File: src/hw/vrs_pkg.sv
// package: constants, register map and state types of the reference sequencer
package vrs_pkg;
    // levels in units of 0.125 mV
    localparam logic [15:0] STEP8 = 16'h0032;      // 6.25 mV
    localparam logic [15:0] STEP6 = 16'h00c8;      // 25 mV
    localparam logic [15:0] SS6_STEP = 16'h0019;   // 3.125 mV per switching cycle
    localparam logic [15:0] OFS8 = 16'h0098;       // 19 mV
    localparam logic [15:0] TOP8 = 16'h3200;       // 1.600 V at code 0
    localparam logic [15:0] TOP6 = 16'h3070;       // 1.550 V at code 0
    localparam logic [15:0] BOOT8 = 16'h21c8;      // 1.081 V
    localparam logic [15:0] UV_EN = 16'h12c0;      // 0.6 V
    localparam logic [15:0] OV8_PRE = 16'h26c0;    // 1.24 V
    localparam logic [15:0] OV6 = 16'h3840;        // 1.800 V
    localparam logic [15:0] OV_MARGIN = 16'h04b0;  // code-derived trip margin
    // timing
    localparam int CLK_KHZ = 10000;
    localparam int T1_US = 1000;
    localparam int T3_US = 75;
    localparam int DV8_KHZ = 1000;
    localparam int DV6_KHZ = 250;
    localparam int T1_CYC = T1_US * CLK_KHZ / 1000;
    localparam logic [15:0] T3_CYC = 16'(T3_US * CLK_KHZ / 1000);
    localparam logic [7:0] HALF8 = 8'(CLK_KHZ / (2 * DV8_KHZ));
    localparam logic [7:0] HALF6 = 8'(CLK_KHZ / (2 * DV6_KHZ));
    localparam logic [5:0] MASK_CYC = 6'h20;       // 32 switching cycles
    // register map
    localparam logic [7:0] A_CTRL = 8'h00;
    localparam logic [7:0] A_SOFTSTART_OSC_SETTING = 8'h04;
    localparam logic [7:0] A_MAINOSC = 8'h08;
    localparam logic [7:0] A_OVPPROG = 8'h0c;
    localparam logic [7:0] A_STATUS = 8'h10;
    localparam logic [7:0] A_REF = 8'h14;
    localparam logic [7:0] A_CODE = 8'h18;
    localparam logic [15:0] SOFTSTART_OSC_SETTING_RST = 16'h0064;
    localparam logic [15:0] MAINOSC_RST = 16'h0043;
    localparam logic [1:0] MODE_8A = 2'h0;
    localparam logic [1:0] MODE_6 = 2'h2;

    typedef enum logic [2:0] {
        ST_OFF = 3'b000,
        ST_SS_DLY = 3'b001,
        ST_SS_BOOT = 3'b010,
        ST_SS_READ = 3'b011,
        ST_SS_RAMP = 3'b100,
        ST_RUN = 3'b101,
        ST_FAULT = 3'b110
    } vrs_state_t;

    typedef enum logic [1:0] {
        DV_IDLE = 2'b00,
        DV_CONF = 2'b01,
        DV_ARM = 2'b10,
        DV_STEP = 2'b11
    } vrs_dv_t;

    typedef struct packed {
        logic [1:0] en_s;
        logic [1:0] vcc_s;
        logic [1:0] vdr_s;
        logic [1:0] ov_s;
        logic [1:0] uv_s;
        logic [1:0] pg_s;
        logic [7:0] code_s1;
        logic [7:0] code_s2;
        vrs_state_t st;
        vrs_dv_t dv;
        logic [31:0] dly;
        logic [15:0] ref_lvl;
        logic [15:0] tgt;
        logic boot_done;
        logic [7:0] code_acc;
        logic [7:0] code_cand;
        logic [5:0] mask_cnt;
        logic [7:0] cs_cnt;
        logic cs_clk;
        logic [15:0] ss_cnt;
        logic [15:0] mo_cnt;
        logic ov_f;
        logic uv_f;
        logic drv_en;
        logic ls_force;
        logic good;
        logic flag;
        logic [15:0] ovp_lvl;
        logic [1:0] mode;
        logic ovp_prog_en;
        logic [15:0] ss_div;
        logic [15:0] mo_div;
        logic [15:0] ovp_prog;
        logic ah_wr;
        logic [7:0] ah_addr;
        logic [31:0] hrdata;
        logic hready;
    } vrs_regs_t;
endpackage

File: src/hw/vrs_sequencer.sv
// reference sequencer: enable, soft-start, code transitions, protection masking, bus slave
// Contract
// - mask trips and good 32 cycles after transition
// - detect code on rise, confirm on fall
// - step one LSB per code-step clock
// - LSB is 6.25mV or 25mV by mode
// - ignore code during transition, resume after
// - code-step clock 1MHz or 250kHz by mode
// - 6-bit mode flag high through transition
// - low supplies keep device shut down
// - soft-start only with supplies and enable
// - enable low clears faults, disables, good low
// - release good when soft-start ramp ends
// - OV always on, UV from 0.6V; code disables OV during transitions, their mask, off and fault
// - 8-bit: delay, boot ramp, pause, ramp
// - 8-bit soft-start timed by soft-start oscillator
// - 8-bit OV 1.24V until boot reached
// - code below boot ramps downward
// - 6-bit: zero to code on switching clock
// - 6-bit OV 1.8V or programmed threshold
// - reference is table minus 19mV or exact
//
// Design decisions made here: register access over AHB-Lite and the address map.
module vrs_sequencer #(
    parameter int T1_CYCLES = vrs_pkg::T1_CYC
) (
    input wire logic clk,
    input wire logic reset_n,
    input wire logic ce,
    input wire logic hsel,
    input wire logic [31:0] haddr,
    input wire logic [1:0] htrans,
    input wire logic hwrite,
    input wire logic [2:0] hsize,
    input wire logic [31:0] hwdata,
    input wire logic hready,
    output logic hreadyout,
    output logic hresp,
    output logic [31:0] hrdata,
    input wire logic output_enable_pin,
    input wire logic control_supply_ok,
    input wire logic lowside_driver_supply_ok,
    input wire logic [7:0] voltage_id_code,
    input wire logic overvoltage_cmp,
    input wire logic undervoltage_cmp,
    input wire logic power_low_cmp,
    output logic [15:0] ref_level,
    output logic [15:0] ovp_level,
    output logic drivers_enable,
    output logic lowside_force_on,
    output logic overvoltage_trip,
    output logic undervoltage_trip,
    output logic startup_done_good_out,
    output logic transition_flag_out
);
    vrs_pkg::vrs_regs_t q, d;
    logic mode6, cs_rise, cs_fall, ss_tick, mo_tick, masking, ov_on, uv_on, busy;
    logic [7:0] half;
    logic [15:0] lsb, nref;

    // table voltage of a code as an internal reference level
    function automatic logic [15:0] lvl(input logic [7:0] c, input logic six);
        logic [15:0] p;
        p = 16'h0000;
        if (six) begin
            p = 16'(c[5:0]) * vrs_pkg::STEP6;
            lvl = (p > vrs_pkg::TOP6) ? 16'h0000 : 16'(vrs_pkg::TOP6 - p);
        end else begin
            p = 16'(16'(c) * vrs_pkg::STEP8) + vrs_pkg::OFS8;
            lvl = (p > vrs_pkg::TOP8) ? 16'h0000 : 16'(vrs_pkg::TOP8 - p);
        end
    endfunction

    // one step of r toward t, never past it
    function automatic logic [15:0] step_to(input logic [15:0] r, input logic [15:0] t,
                                            input logic [15:0] s);
        step_to = r;
        if (r < t) begin
            step_to = (t - r > s) ? 16'(r + s) : t;
        end else if (r > t) begin
            step_to = (r - t > s) ? 16'(r - s) : t;
        end
    endfunction

    always_comb begin
        mode6 = (q.mode == vrs_pkg::MODE_6);
        half = mode6 ? vrs_pkg::HALF6 : vrs_pkg::HALF8;
        cs_rise = (q.cs_cnt >= 8'(half - 8'h01)) && !q.cs_clk;
        cs_fall = (q.cs_cnt >= 8'(half - 8'h01)) && q.cs_clk;
        ss_tick = (q.ss_cnt >= q.ss_div);
        mo_tick = (q.mo_cnt >= q.mo_div);
        lsb = mode6 ? vrs_pkg::STEP6 : vrs_pkg::STEP8;
        busy = (q.dv == vrs_pkg::DV_ARM) || (q.dv == vrs_pkg::DV_STEP);
        masking = busy || (q.mask_cnt != 6'h00);
        ov_on = (q.st != vrs_pkg::ST_OFF) && (q.st != vrs_pkg::ST_FAULT) && !masking;
        uv_on = ov_on && (q.ref_lvl >= vrs_pkg::UV_EN);
        nref = step_to(q.ref_lvl, q.tgt, lsb);

        d = q;
        // two-stage synchronisers for pins
        d.en_s = {q.en_s[0], output_enable_pin};
        d.vcc_s = {q.vcc_s[0], control_supply_ok};
        d.vdr_s = {q.vdr_s[0], lowside_driver_supply_ok};
        d.ov_s = {q.ov_s[0], overvoltage_cmp};
        d.uv_s = {q.uv_s[0], undervoltage_cmp};
        d.pg_s = {q.pg_s[0], power_low_cmp};
        d.code_s1 = voltage_id_code;
        d.code_s2 = q.code_s1;

        // free-running clocks
        d.cs_cnt = cs_rise || cs_fall ? 8'h00 : 8'(q.cs_cnt + 8'h01);
        if (cs_rise || cs_fall) begin
            d.cs_clk = !q.cs_clk;
        end
        d.ss_cnt = ss_tick ? 16'h0000 : 16'(q.ss_cnt + 16'h0001);
        d.mo_cnt = mo_tick ? 16'h0000 : 16'(q.mo_cnt + 16'h0001);
        if (mo_tick && q.mask_cnt != 6'h00) begin
            d.mask_cnt = 6'(q.mask_cnt - 6'h01);
        end

        case (q.st)
            vrs_pkg::ST_OFF: begin
                d.ref_lvl = 16'h0000;
                d.boot_done = 1'b0;
                d.dv = vrs_pkg::DV_IDLE;
                d.mask_cnt = 6'h00;
                d.dly = 32'h0;
                if (mode6) begin
                    d.tgt = lvl(q.code_s2, 1'b1);
                    d.code_acc = q.code_s2;
                    d.st = vrs_pkg::ST_SS_RAMP;
                end else begin
                    d.st = vrs_pkg::ST_SS_DLY;
                end
            end
            vrs_pkg::ST_SS_DLY: begin
                d.dly = 32'(q.dly + 32'h1);
                if (q.dly >= 32'(T1_CYCLES - 1)) begin
                    d.tgt = vrs_pkg::BOOT8;
                    d.st = vrs_pkg::ST_SS_BOOT;
                end
            end
            vrs_pkg::ST_SS_BOOT: begin
                if (ss_tick) begin
                    d.ref_lvl = step_to(q.ref_lvl, vrs_pkg::BOOT8, vrs_pkg::STEP8);
                end
                if (q.ref_lvl == vrs_pkg::BOOT8) begin
                    d.boot_done = 1'b1;
                    d.dly = 32'h0;
                    d.st = vrs_pkg::ST_SS_READ;
                end
            end
            vrs_pkg::ST_SS_READ: begin
                d.dly = 32'(q.dly + 32'h1);
                if (q.dly >= 32'(vrs_pkg::T3_CYC - 16'h0001)) begin
                    d.code_acc = q.code_s2;
                    d.tgt = lvl(q.code_s2, 1'b0);
                    d.st = vrs_pkg::ST_SS_RAMP;
                end
            end
            vrs_pkg::ST_SS_RAMP: begin
                if (mode6 && mo_tick) begin
                    d.ref_lvl = step_to(q.ref_lvl, q.tgt, vrs_pkg::SS6_STEP);
                end else if (!mode6 && ss_tick) begin
                    d.ref_lvl = step_to(q.ref_lvl, q.tgt, vrs_pkg::STEP8);
                end
                if (q.ref_lvl == q.tgt) begin
                    d.st = vrs_pkg::ST_RUN;
                end
            end
            vrs_pkg::ST_RUN: begin
                case (q.dv)
                    vrs_pkg::DV_IDLE: begin
                        if (cs_rise && q.code_s2 != q.code_acc) begin
                            d.code_cand = q.code_s2;
                            d.dv = vrs_pkg::DV_CONF;
                        end
                    end
                    vrs_pkg::DV_CONF: begin
                        if (cs_fall) begin
                            d.dv = (q.code_s2 == q.code_cand) ? vrs_pkg::DV_ARM
                                                              : vrs_pkg::DV_IDLE;
                        end
                    end
                    vrs_pkg::DV_ARM: begin
                        if (cs_rise) begin
                            d.code_acc = q.code_cand;
                            d.tgt = lvl(q.code_cand, mode6);
                            d.ref_lvl = step_to(q.ref_lvl, lvl(q.code_cand, mode6), lsb);
                            d.dv = vrs_pkg::DV_STEP;
                        end
                    end
                    default: begin
                        // code lines are not looked at while stepping
                        if (q.ref_lvl == q.tgt) begin
                            d.dv = vrs_pkg::DV_IDLE;
                            d.mask_cnt = vrs_pkg::MASK_CYC;
                        end else if (cs_rise) begin
                            d.ref_lvl = nref;
                        end
                    end
                endcase
            end
            default: begin
                d.st = vrs_pkg::ST_FAULT;
            end
        endcase

        // latched protections
        if (ov_on && q.ov_s[1]) begin
            d.ov_f = 1'b1;
            d.st = vrs_pkg::ST_FAULT;
        end
        if (uv_on && q.uv_s[1]) begin
            d.uv_f = 1'b1;
            d.st = vrs_pkg::ST_FAULT;
        end
        if (!q.vcc_s[1] || !q.vdr_s[1]) begin
            d.st = vrs_pkg::ST_OFF;
            d.dly = 32'h0;
        end
        if (!q.en_s[1]) begin
            d.st = vrs_pkg::ST_OFF;
            d.ov_f = 1'b0;
            d.uv_f = 1'b0;
            d.dly = 32'h0;
        end
        if (d.st == vrs_pkg::ST_OFF && q.st == vrs_pkg::ST_OFF && !q.en_s[1]) begin
            d.st = vrs_pkg::ST_OFF;
        end else if (q.st == vrs_pkg::ST_OFF && (!q.en_s[1] || !q.vcc_s[1] || !q.vdr_s[1])) begin
            d.st = vrs_pkg::ST_OFF;
        end

        // registered pin outputs
        d.drv_en = (q.st != vrs_pkg::ST_OFF) && (q.st != vrs_pkg::ST_FAULT)
                   && (d.st != vrs_pkg::ST_OFF) && (d.st != vrs_pkg::ST_FAULT);
        d.ls_force = d.ov_f && q.vcc_s[1] && q.vdr_s[1] && q.en_s[1];
        d.good = (d.st == vrs_pkg::ST_RUN) && q.en_s[1]
                 && !(mode6 && q.pg_s[1] && !masking);
        d.flag = mode6 && (q.st == vrs_pkg::ST_RUN) && (d.dv == vrs_pkg::DV_ARM
                 || d.dv == vrs_pkg::DV_STEP || d.mask_cnt != 6'h00);
        if (mode6) begin
            d.ovp_lvl = q.ovp_prog_en ? q.ovp_prog : vrs_pkg::OV6;
        end else if (!q.boot_done) begin
            d.ovp_lvl = vrs_pkg::OV8_PRE;
        end else begin
            d.ovp_lvl = q.ovp_prog_en ? q.ovp_prog : 16'(q.tgt + vrs_pkg::OV_MARGIN);
        end

        // bus slave: address phase captured, data phase answered with no wait
        d.hready = 1'b1;
        d.ah_wr = hsel && hready && htrans[1] && hwrite;
        d.ah_addr = haddr[7:0];
        if (q.ah_wr) begin
            if (q.ah_addr == vrs_pkg::A_CTRL) begin
                d.mode = hwdata[1:0];
                d.ovp_prog_en = hwdata[2];
            end else if (q.ah_addr == vrs_pkg::A_SOFTSTART_OSC_SETTING) begin
                d.ss_div = hwdata[15:0];
            end else if (q.ah_addr == vrs_pkg::A_MAINOSC) begin
                d.mo_div = hwdata[15:0];
            end else if (q.ah_addr == vrs_pkg::A_OVPPROG) begin
                d.ovp_prog = hwdata[15:0];
            end
        end
        d.hrdata = 32'h0;
        if (hsel && hready && htrans[1] && !hwrite) begin
            if (haddr[7:0] == vrs_pkg::A_CTRL) begin
                d.hrdata = {29'h0, q.ovp_prog_en, q.mode};
            end else if (haddr[7:0] == vrs_pkg::A_SOFTSTART_OSC_SETTING) begin
                d.hrdata = {16'h0, q.ss_div};
            end else if (haddr[7:0] == vrs_pkg::A_MAINOSC) begin
                d.hrdata = {16'h0, q.mo_div};
            end else if (haddr[7:0] == vrs_pkg::A_OVPPROG) begin
                d.hrdata = {16'h0, q.ovp_prog};
            end else if (haddr[7:0] == vrs_pkg::A_STATUS) begin
                d.hrdata = {20'h0, q.flag, q.good, q.uv_f, q.ov_f, q.boot_done, masking,
                            q.dv, 1'b0, q.st};
            end else if (haddr[7:0] == vrs_pkg::A_REF) begin
                d.hrdata = {16'h0, q.ref_lvl};
            end else if (haddr[7:0] == vrs_pkg::A_CODE) begin
                d.hrdata = {24'h0, q.code_acc};
            end
        end
    end

    always_ff @(posedge clk) begin
        if (!reset_n) begin
            q <= '0;
            q.st <= vrs_pkg::ST_OFF;
            q.dv <= vrs_pkg::DV_IDLE;
            q.mode <= vrs_pkg::MODE_8A;
            q.ss_div <= vrs_pkg::SOFTSTART_OSC_SETTING_RST;
            q.mo_div <= vrs_pkg::MAINOSC_RST;
            q.ovp_lvl <= vrs_pkg::OV8_PRE;
            q.hready <= 1'b1;
        end else if (ce) begin
            q <= d;
        end
    end

    assign hreadyout = q.hready;
    assign hresp = 1'b0;
    assign hrdata = q.hrdata;
    assign ref_level = q.ref_lvl;
    assign ovp_level = q.ovp_lvl;
    assign drivers_enable = q.drv_en;
    assign lowside_force_on = q.ls_force;
    assign overvoltage_trip = q.ov_f;
    assign undervoltage_trip = q.uv_f;
    assign startup_done_good_out = q.good;
    assign transition_flag_out = q.flag;
endmodule

File: config.mk
export PLATFORM = sky130hd
export DESIGN_NAME = vrs_sequencer
export DESIGN_NICKNAME = d
export VERILOG_FILES = /design/src/hw/vrs_pkg.sv /design/src/hw/vrs_sequencer.sv
export SDC_FILE = /design/constraint.sdc
export NUM_CORES = 1
export LEC_CHECK = 0
export BUFFER_PORTS_ARGS = -buffer_cell sky130_fd_sc_hd__buf_4
export CORE_MARGIN = 8
export CORE_UTILIZATION = 48
export CTS_BUF_LIST = sky130_fd_sc_hd__clkbuf_8
export CTS_CLUSTER_DIAMETER = 30
export DETAILED_ROUTE_END_ITERATION = 10
export HOLD_SLACK_MARGIN = 0.02
export PLACE_DENSITY = 0.66
export SYNTH_ARGS = -nofsm -noshare
export SYNTH_HDL_FRONTEND = slang
export SYNTH_SLANG_ARGS = --single-unit
File: constraint.sdc
create_clock -name clk -period 9.75 [get_ports clk]
set_input_delay 0 -clock clk [delete_from_list [all_inputs] [get_ports clk]]
set_output_delay 0 -clock clk [all_outputs]
set_load 0.05 [all_outputs]
# After elaboration in Yosys (flattened, before gate mapping)
# Index checks and enable logic that the tools add are counted.
# classes
n_mux,95
n_div,0
n_shift,0
addsub,25
eq_ne,44
n_reduce_logical,73
bitwise_logic,3
multipliers,4
n_lt_le_gt_ge,26
# op_table
operator,count
two-way mux 16 bit,50
two-way mux 32 bit,4
case mux 16 bit (4 select lines),2
case mux 32 bit (3 select lines),1
"greater-than comparator 16 x 6 -> 1 bit, second input constant",4
greater-than comparator 16 x 8 -> 1 bit,4
subtractor 16 bit,4
two-way mux 8 bit,7
two-way mux 3 bit,11
"adder 16 x 1 -> 16 bit, second input constant",2
"adder 32 x 1 -> 32 bit, second input constant",1
"equality test 8 x 4 -> 1 bit, second input constant",4
>= comparator 16 bit,2
">= comparator 32 x 10 -> 1 bit, second input constant",1
">= comparator 32 x 14 -> 1 bit, second input constant",1
greater-than comparator 16 bit,2
"greater-than comparator 16 x 5 -> 1 bit, second input constant",2
< comparator 16 bit,2
case mux 16 bit (2 select lines),1
"subtractor 14 x 15 -> 16 bit, first input constant",2
"adder 14 x 8 -> 15 bit, second input constant",2
"greater-than comparator 15 x 14 -> 1 bit, second input constant",2
"subtractor 14 x 14 -> 15 bit, first input constant",2
logical AND 1 bit,29
other kinds (64),128
# totals
mem_bits_rw,0
rom_bits,0
output_inout_bits,72
mem_count,0
regBits,275
latch_bits,0

# Depth between registers and ports, before layout
# depth
ltp_word,17
mapped_depth,36
depth_no_buf,33

# Worst setup path before layout
# No wires, ideal clock.
# synth_path
kind,reg-to-reg
startpoint,reg q[162] (netlist bit)
endpoint,reg q (netlist bit ref_level[2])
setup_time_ps,79
stages_incl_launch_ff,34
arrival_ps,7233
path_slack_ps,2438
cell_sequence,dfxtp_1 > clkbuf_1 > inv_1 > ha_1 > ha_1 > ha_1 > fa_1 > a211oi_2 > nor2_1 > or2_1 > a31oi_1 > xor2_1 > nor3_1 > o32ai_2 > a32oi_1 > inv_1 > ha_1 > buf_2 > a21o_1 > a21oi_1 > nand2_1 > xor2_1 > ha_1 > a21o_1 > a21o_1 > a211oi_1 > o2111ai_1 > nor4_2 > nor2_1 > clkbuf_1 > a221o_1 > o21ai_0 > a32oi_1 > o211ai_1
# synth_between
elab_chain_cells,16
elab_cells_between_ends,28
classes_between,add/sub: 5; mul: 2; order compare: 6; eq/ne: 1; mux: 13; reduce/logical: 1
# synth_rtl
element,line,text
start: declaration,vrs_sequencer.sv:56,"vrs_pkg::vrs_regs_t q, d;"
multiplier 8 x 5 -> 13 bit,vrs_sequencer.sv:69,p = 16'(16'(c) * vrs_pkg::STEP8) + vrs_pkg::OFS8;
adder 14 x 8 -> 15 bit,vrs_sequencer.sv:69,
subtractor 14 x 15 -> 16 bit or greater-than comparator 15 x 14 -> 1 bit (tied branches),vrs_sequencer.sv:70,lvl = (p > vrs_pkg::TOP8) ? 16'h0000 : 16'(vrs_pkg::TOP8 - p);
two-way mux 16 bit,vrs_sequencer.sv:70,
two-way mux 16 bit (*),vrs_sequencer.sv:65,if (six) begin
two-way mux 16 bit (*),vrs_sequencer.sv:186,if (cs_rise) begin
two-way mux 16 bit (*),vrs_sequencer.sv:172,case (q.dv)
two-way mux 16 bit (*),vrs_sequencer.sv:121,case (q.st)
subtractor 16 bit,vrs_sequencer.sv:81,step_to = (r - t > s) ? 16'(r - s) : t;
greater-than comparator 16 x 8 -> 1 bit,vrs_sequencer.sv:81,
two-way mux 16 bit,vrs_sequencer.sv:81,
two-way mux 16 bit,vrs_sequencer.sv:80,end else if (r > t) begin
two-way mux 16 bit,vrs_sequencer.sv:78,if (r < t) begin
two-way mux 32 bit,vrs_sequencer.sv:186,
case mux 16 bit (2 select lines),vrs_sequencer.sv:172,
case mux 16 bit (4 select lines),vrs_sequencer.sv:121,
# Mark *: on every way between the ends. The rest lies on a longest branch, timed or not. The select of a mux whose other input is x is not followed.
# A chain may end at the register's enable or synchronous reset.

# Worst setup path in the final report
# layout_path
startpoint,reg q[164] (netlist bit)
endpoint,reg q (netlist bit ref_level[3])
# Same word-level chain as after synthesis.

==> results.sh <==
export IMPL_multi_input_area_um2=17500
export IMPL_die_w_um=241
export IMPL_core_area_um2=50100
export IMPL_path_common_cell="ha_1"
export IMPL_power_frac_clock=0.511
export IMPL_n_fill_cell=4842
export IMPL_ant_nets=0
export IMPL_die_height_um=241
export IMPL_drcViolationCount=0
export IMPL_critPathKind="register to register"
export IMPL_post_route_period_util=0.936
export IMPL_seq_area_um2=5160
export IMPL_synth_area_top_cells="dfxtp_1, ha_1, xnor2_1"
export IMPL_fin_util=0.539
export IMPL_min_period_ps=9120
export IMPL_die_area_um2=58100
export IMPL_rows=82
export IMPL_ys_seq_elements=258
export IMPL_first_iter_violations=2419
export IMPL_post_cts_buffers=0
export IMPL_worst_path_max_delay_cell="dfxtp_1"
export IMPL_area_growth_pct=11.0
export IMPL_comb_power_share=0.105
export IMPL_drive_gt1_frac=0.0971
export IMPL_cts_tree="built"
export IMPL_io_buffers=98
export IMPL_drv_cap=0
export IMPL_yosysMostFrequentCell="nor2_1"
export IMPL_dp_hpwl_um=65400
export IMPL_avgRoutedWirePerCell_um=22.7
export IMPL_sw_frac_of_total=0.273
export IMPL_power_frac_seq=0.384
export IMPL_hp_class="input port to register"
export IMPL_arrival_ps=9680
export IMPL_initial_core_util=0.486
export IMPL_worst_slew_margin_rel=0.0933
export IMPL_ctsResizeCount=0
export IMPL_place_ws_ps=841
export IMPL_root_buffer="clkbuf_8"
export IMPL_cts_hold_buf=45
export IMPL_yosysTopAreaCell="dfxtp_1"
export IMPL_fmaxAchievable_mhz=110
export IMPL_finalSetupTns_ps=0
export IMPL_clk_path_buf_depth=3
export IMPL_tightest_slew_ps=1350
export IMPL_p_leak_uw=0.0115
export IMPL_p_per_area_nw_per_um2=104
export IMPL_ir_worst_vdd_mv=0.129
export IMPL_setup_viol=0
export IMPL_async_reset_ff_frac=0
export IMPL_start_kind="register"
export IMPL_synth_cell_types=101
export IMPL_grt_max_degree=87
export IMPL_cts_sinks=258
export IMPL_endpoint_kind="register"
export IMPL_clkTransAtPathRegs_ps=60
export IMPL_finalWirelength_um=88700
export IMPL_ios=161
export IMPL_grt_overflow=0
export IMPL_rsz0062_at_grt="false"
export IMPL_grt_usage=0.296
export IMPL_n_antenna_cell=0
export IMPL_outcome="finished, final reports clean"
export IMPL_htree_num_levels=2
export IMPL_hold_viol=0
export IMPL_synth_area_um2=24300
export IMPL_synthTopCellsByCount="nor2_1, dfxtp_1, ha_1"
export IMPL_cp_max_fo=15
export IMPL_required_ps=10310
export IMPL_finalClockSkew_ps=37.7
export IMPL_gp_congestion=1.06
export IMPL_ys_seq_area_frac=0.212
export IMPL_synth_avg_cell_area_um2=7.70
export IMPL_yosysWarnings=0
export IMPL_netlist_instances=3159
export IMPL_cpPeakStageDelay_ps=660
export IMPL_viasPerCell=6.22
export IMPL_slew_viol_final=0
export IMPL_synth_edf_count=0
export IMPL_antenna_found_initial=1
export IMPL_intPower_uw=2040
export IMPL_switchingPower_uw=767
export IMPL_grt_pass1_vias=23600
export IMPL_setup_slack_ps=625
export IMPL_cts_buffers=58
export IMPL_clock_latency_ps=680
export IMPL_grt_pass1_wl_um=136000
export IMPL_yosys_area_top_type_share=0.212
export IMPL_holdWs_ps=108
export IMPL_synthFlopType="dfxtp_1"
export IMPL_fin_nets=3535
export IMPL_dr_pass1_iters=6
export IMPL_vias=24400
-- layer usage --
layer | global-route usage | routed length, um | vias to the layer above
met2 | 0.464 | 38900 | 1156
met4 | 0.155 | 4790 | 0
li1 | - | - | 11400
met1 | 0.382 | 37300 | 11500
met5 | 0 | 0 | -
met3 | 0.0596 | 7730 | 290
-- state kept, by name (all words and copies together) (netlist names) --
name                   count
q                        190
hrdata                    16
ovp_level                 16
ref_level                 16
d                         14
drivers_enable             1
lowside_force_on           1
overvoltage_trip           1
startup_done_good_out      1
transition_flag_out        1
undervoltage_trip          1
-- area by class of cell --
type | count | area share
tap | 672 | 0.0311
clock inverter | 38 | 0.0164
clock buffer | 69 | 0.0352
timing repair buffer | 186 | 0.0559
multi-input combinational | 2525 | 0.647
sequential | 258 | 0.191
inverter | 168 | 0.0234
-- logic make-up after synthesis --
| kind of cell | Yosys count | synth area share |
|---|---|---|
| XOR/XNOR | 270 | 0.0981 |
| adder cells (fa/ha/maj) | 249 | 0.131 |
| multiplexers | 117 | 0.0483 |
| other | 2 | 0.000309 |
| AO/OA/AOI/OAI | 826 | 0.231 |
| flip-flops | 258 | 0.212 |
| AND/OR/NAND/NOR | 1045 | 0.205 |
| buffers and inverters | 392 | 0.0734 |
-- through the flow --
step | std cells | cell area, um2 | total power, uW
6_report | 3916 | 27000 | 2810
5_1_grt | 3916 | 27000 | 2910
4_1_cts | 3916 | 27000 | 2820
3_5_place_dp | 3764 | 25200 | 1370
3_3_place_gp | 3764 | 25200 | 1370
2_1_floorplan | 3175 | 24400 | 1300
-- power groups by stage --
stage / clock network, uW / registers, uW / logic (uW)
6_report: 1430 / 1080 / 294
5_1_grt: 1510 / 1080 / 316
4_1_cts: 1450 / 1080 / 288
3_5_place_dp: 0 / 1100 / 272
3_3_place_gp: 0 / 1100 / 269
2_1_floorplan: 0 / 1100 / 207
-- cells in the final DEF (no fill, tap or decap), drive strengths merged, types with 36 or more instances in the layout --
| master | instances |
|---|---|
| o21ai | 153 |
| xnor2 | 167 |
| dfxtp | 258 |
| nand2b | 39 |
| a211oi | 36 |
| nor4 | 37 |
| buf | 141 |
| nor3 | 70 |
| clkbuf | 69 |
| mux2i | 113 |
| dlygate4sd3 | 45 |
| a22oi | 37 |
| xor2 | 102 |
| nand2 | 235 |
| a21o | 43 |
| nor2 | 374 |
| o211ai | 37 |
| a21oi | 229 |
| and3 | 37 |
| ha | 239 |
| nand3 | 83 |
| inv | 166 |
| nand4 | 41 |
-- critical path, delay by kind of cell, from the launching register on --
family | cells | cell delay (ps)
buffers and inverters | 1 | 60
xor gates and xnor gates | 1 | 160
and+or+nand+nor | 15 | 3700
adders and majority gates | 6 | 2130
AOI/OAI and AO/OA | 9 | 2320
DFF | 1 | 660
-- final timing paths --
| kind | from | endpoint | depth (start not counted) | slack, ps |
|---|---|---|---|---|
| setup reg to reg | q[164]$_SDFFE_PN0P_ | ref_level[3]$_SDFFE_PN0P_ | 32 | 630 |
| setup / recovery | q[164]$_SDFFE_PN0P_ | ref_level[3]$_SDFFE_PN0P_ | 32 | 630 |
| hold reg to reg | ovp_level[15]$_SDFFE_PN0P_ | ovp_level[15]$_SDFFE_PN0P_ | 2 | 490 |
| hold / removal | power_low_cmp | d[265]$_SDFFE_PN0P_ | 4 | 110 |
Power figures use the tool's default switching activity.
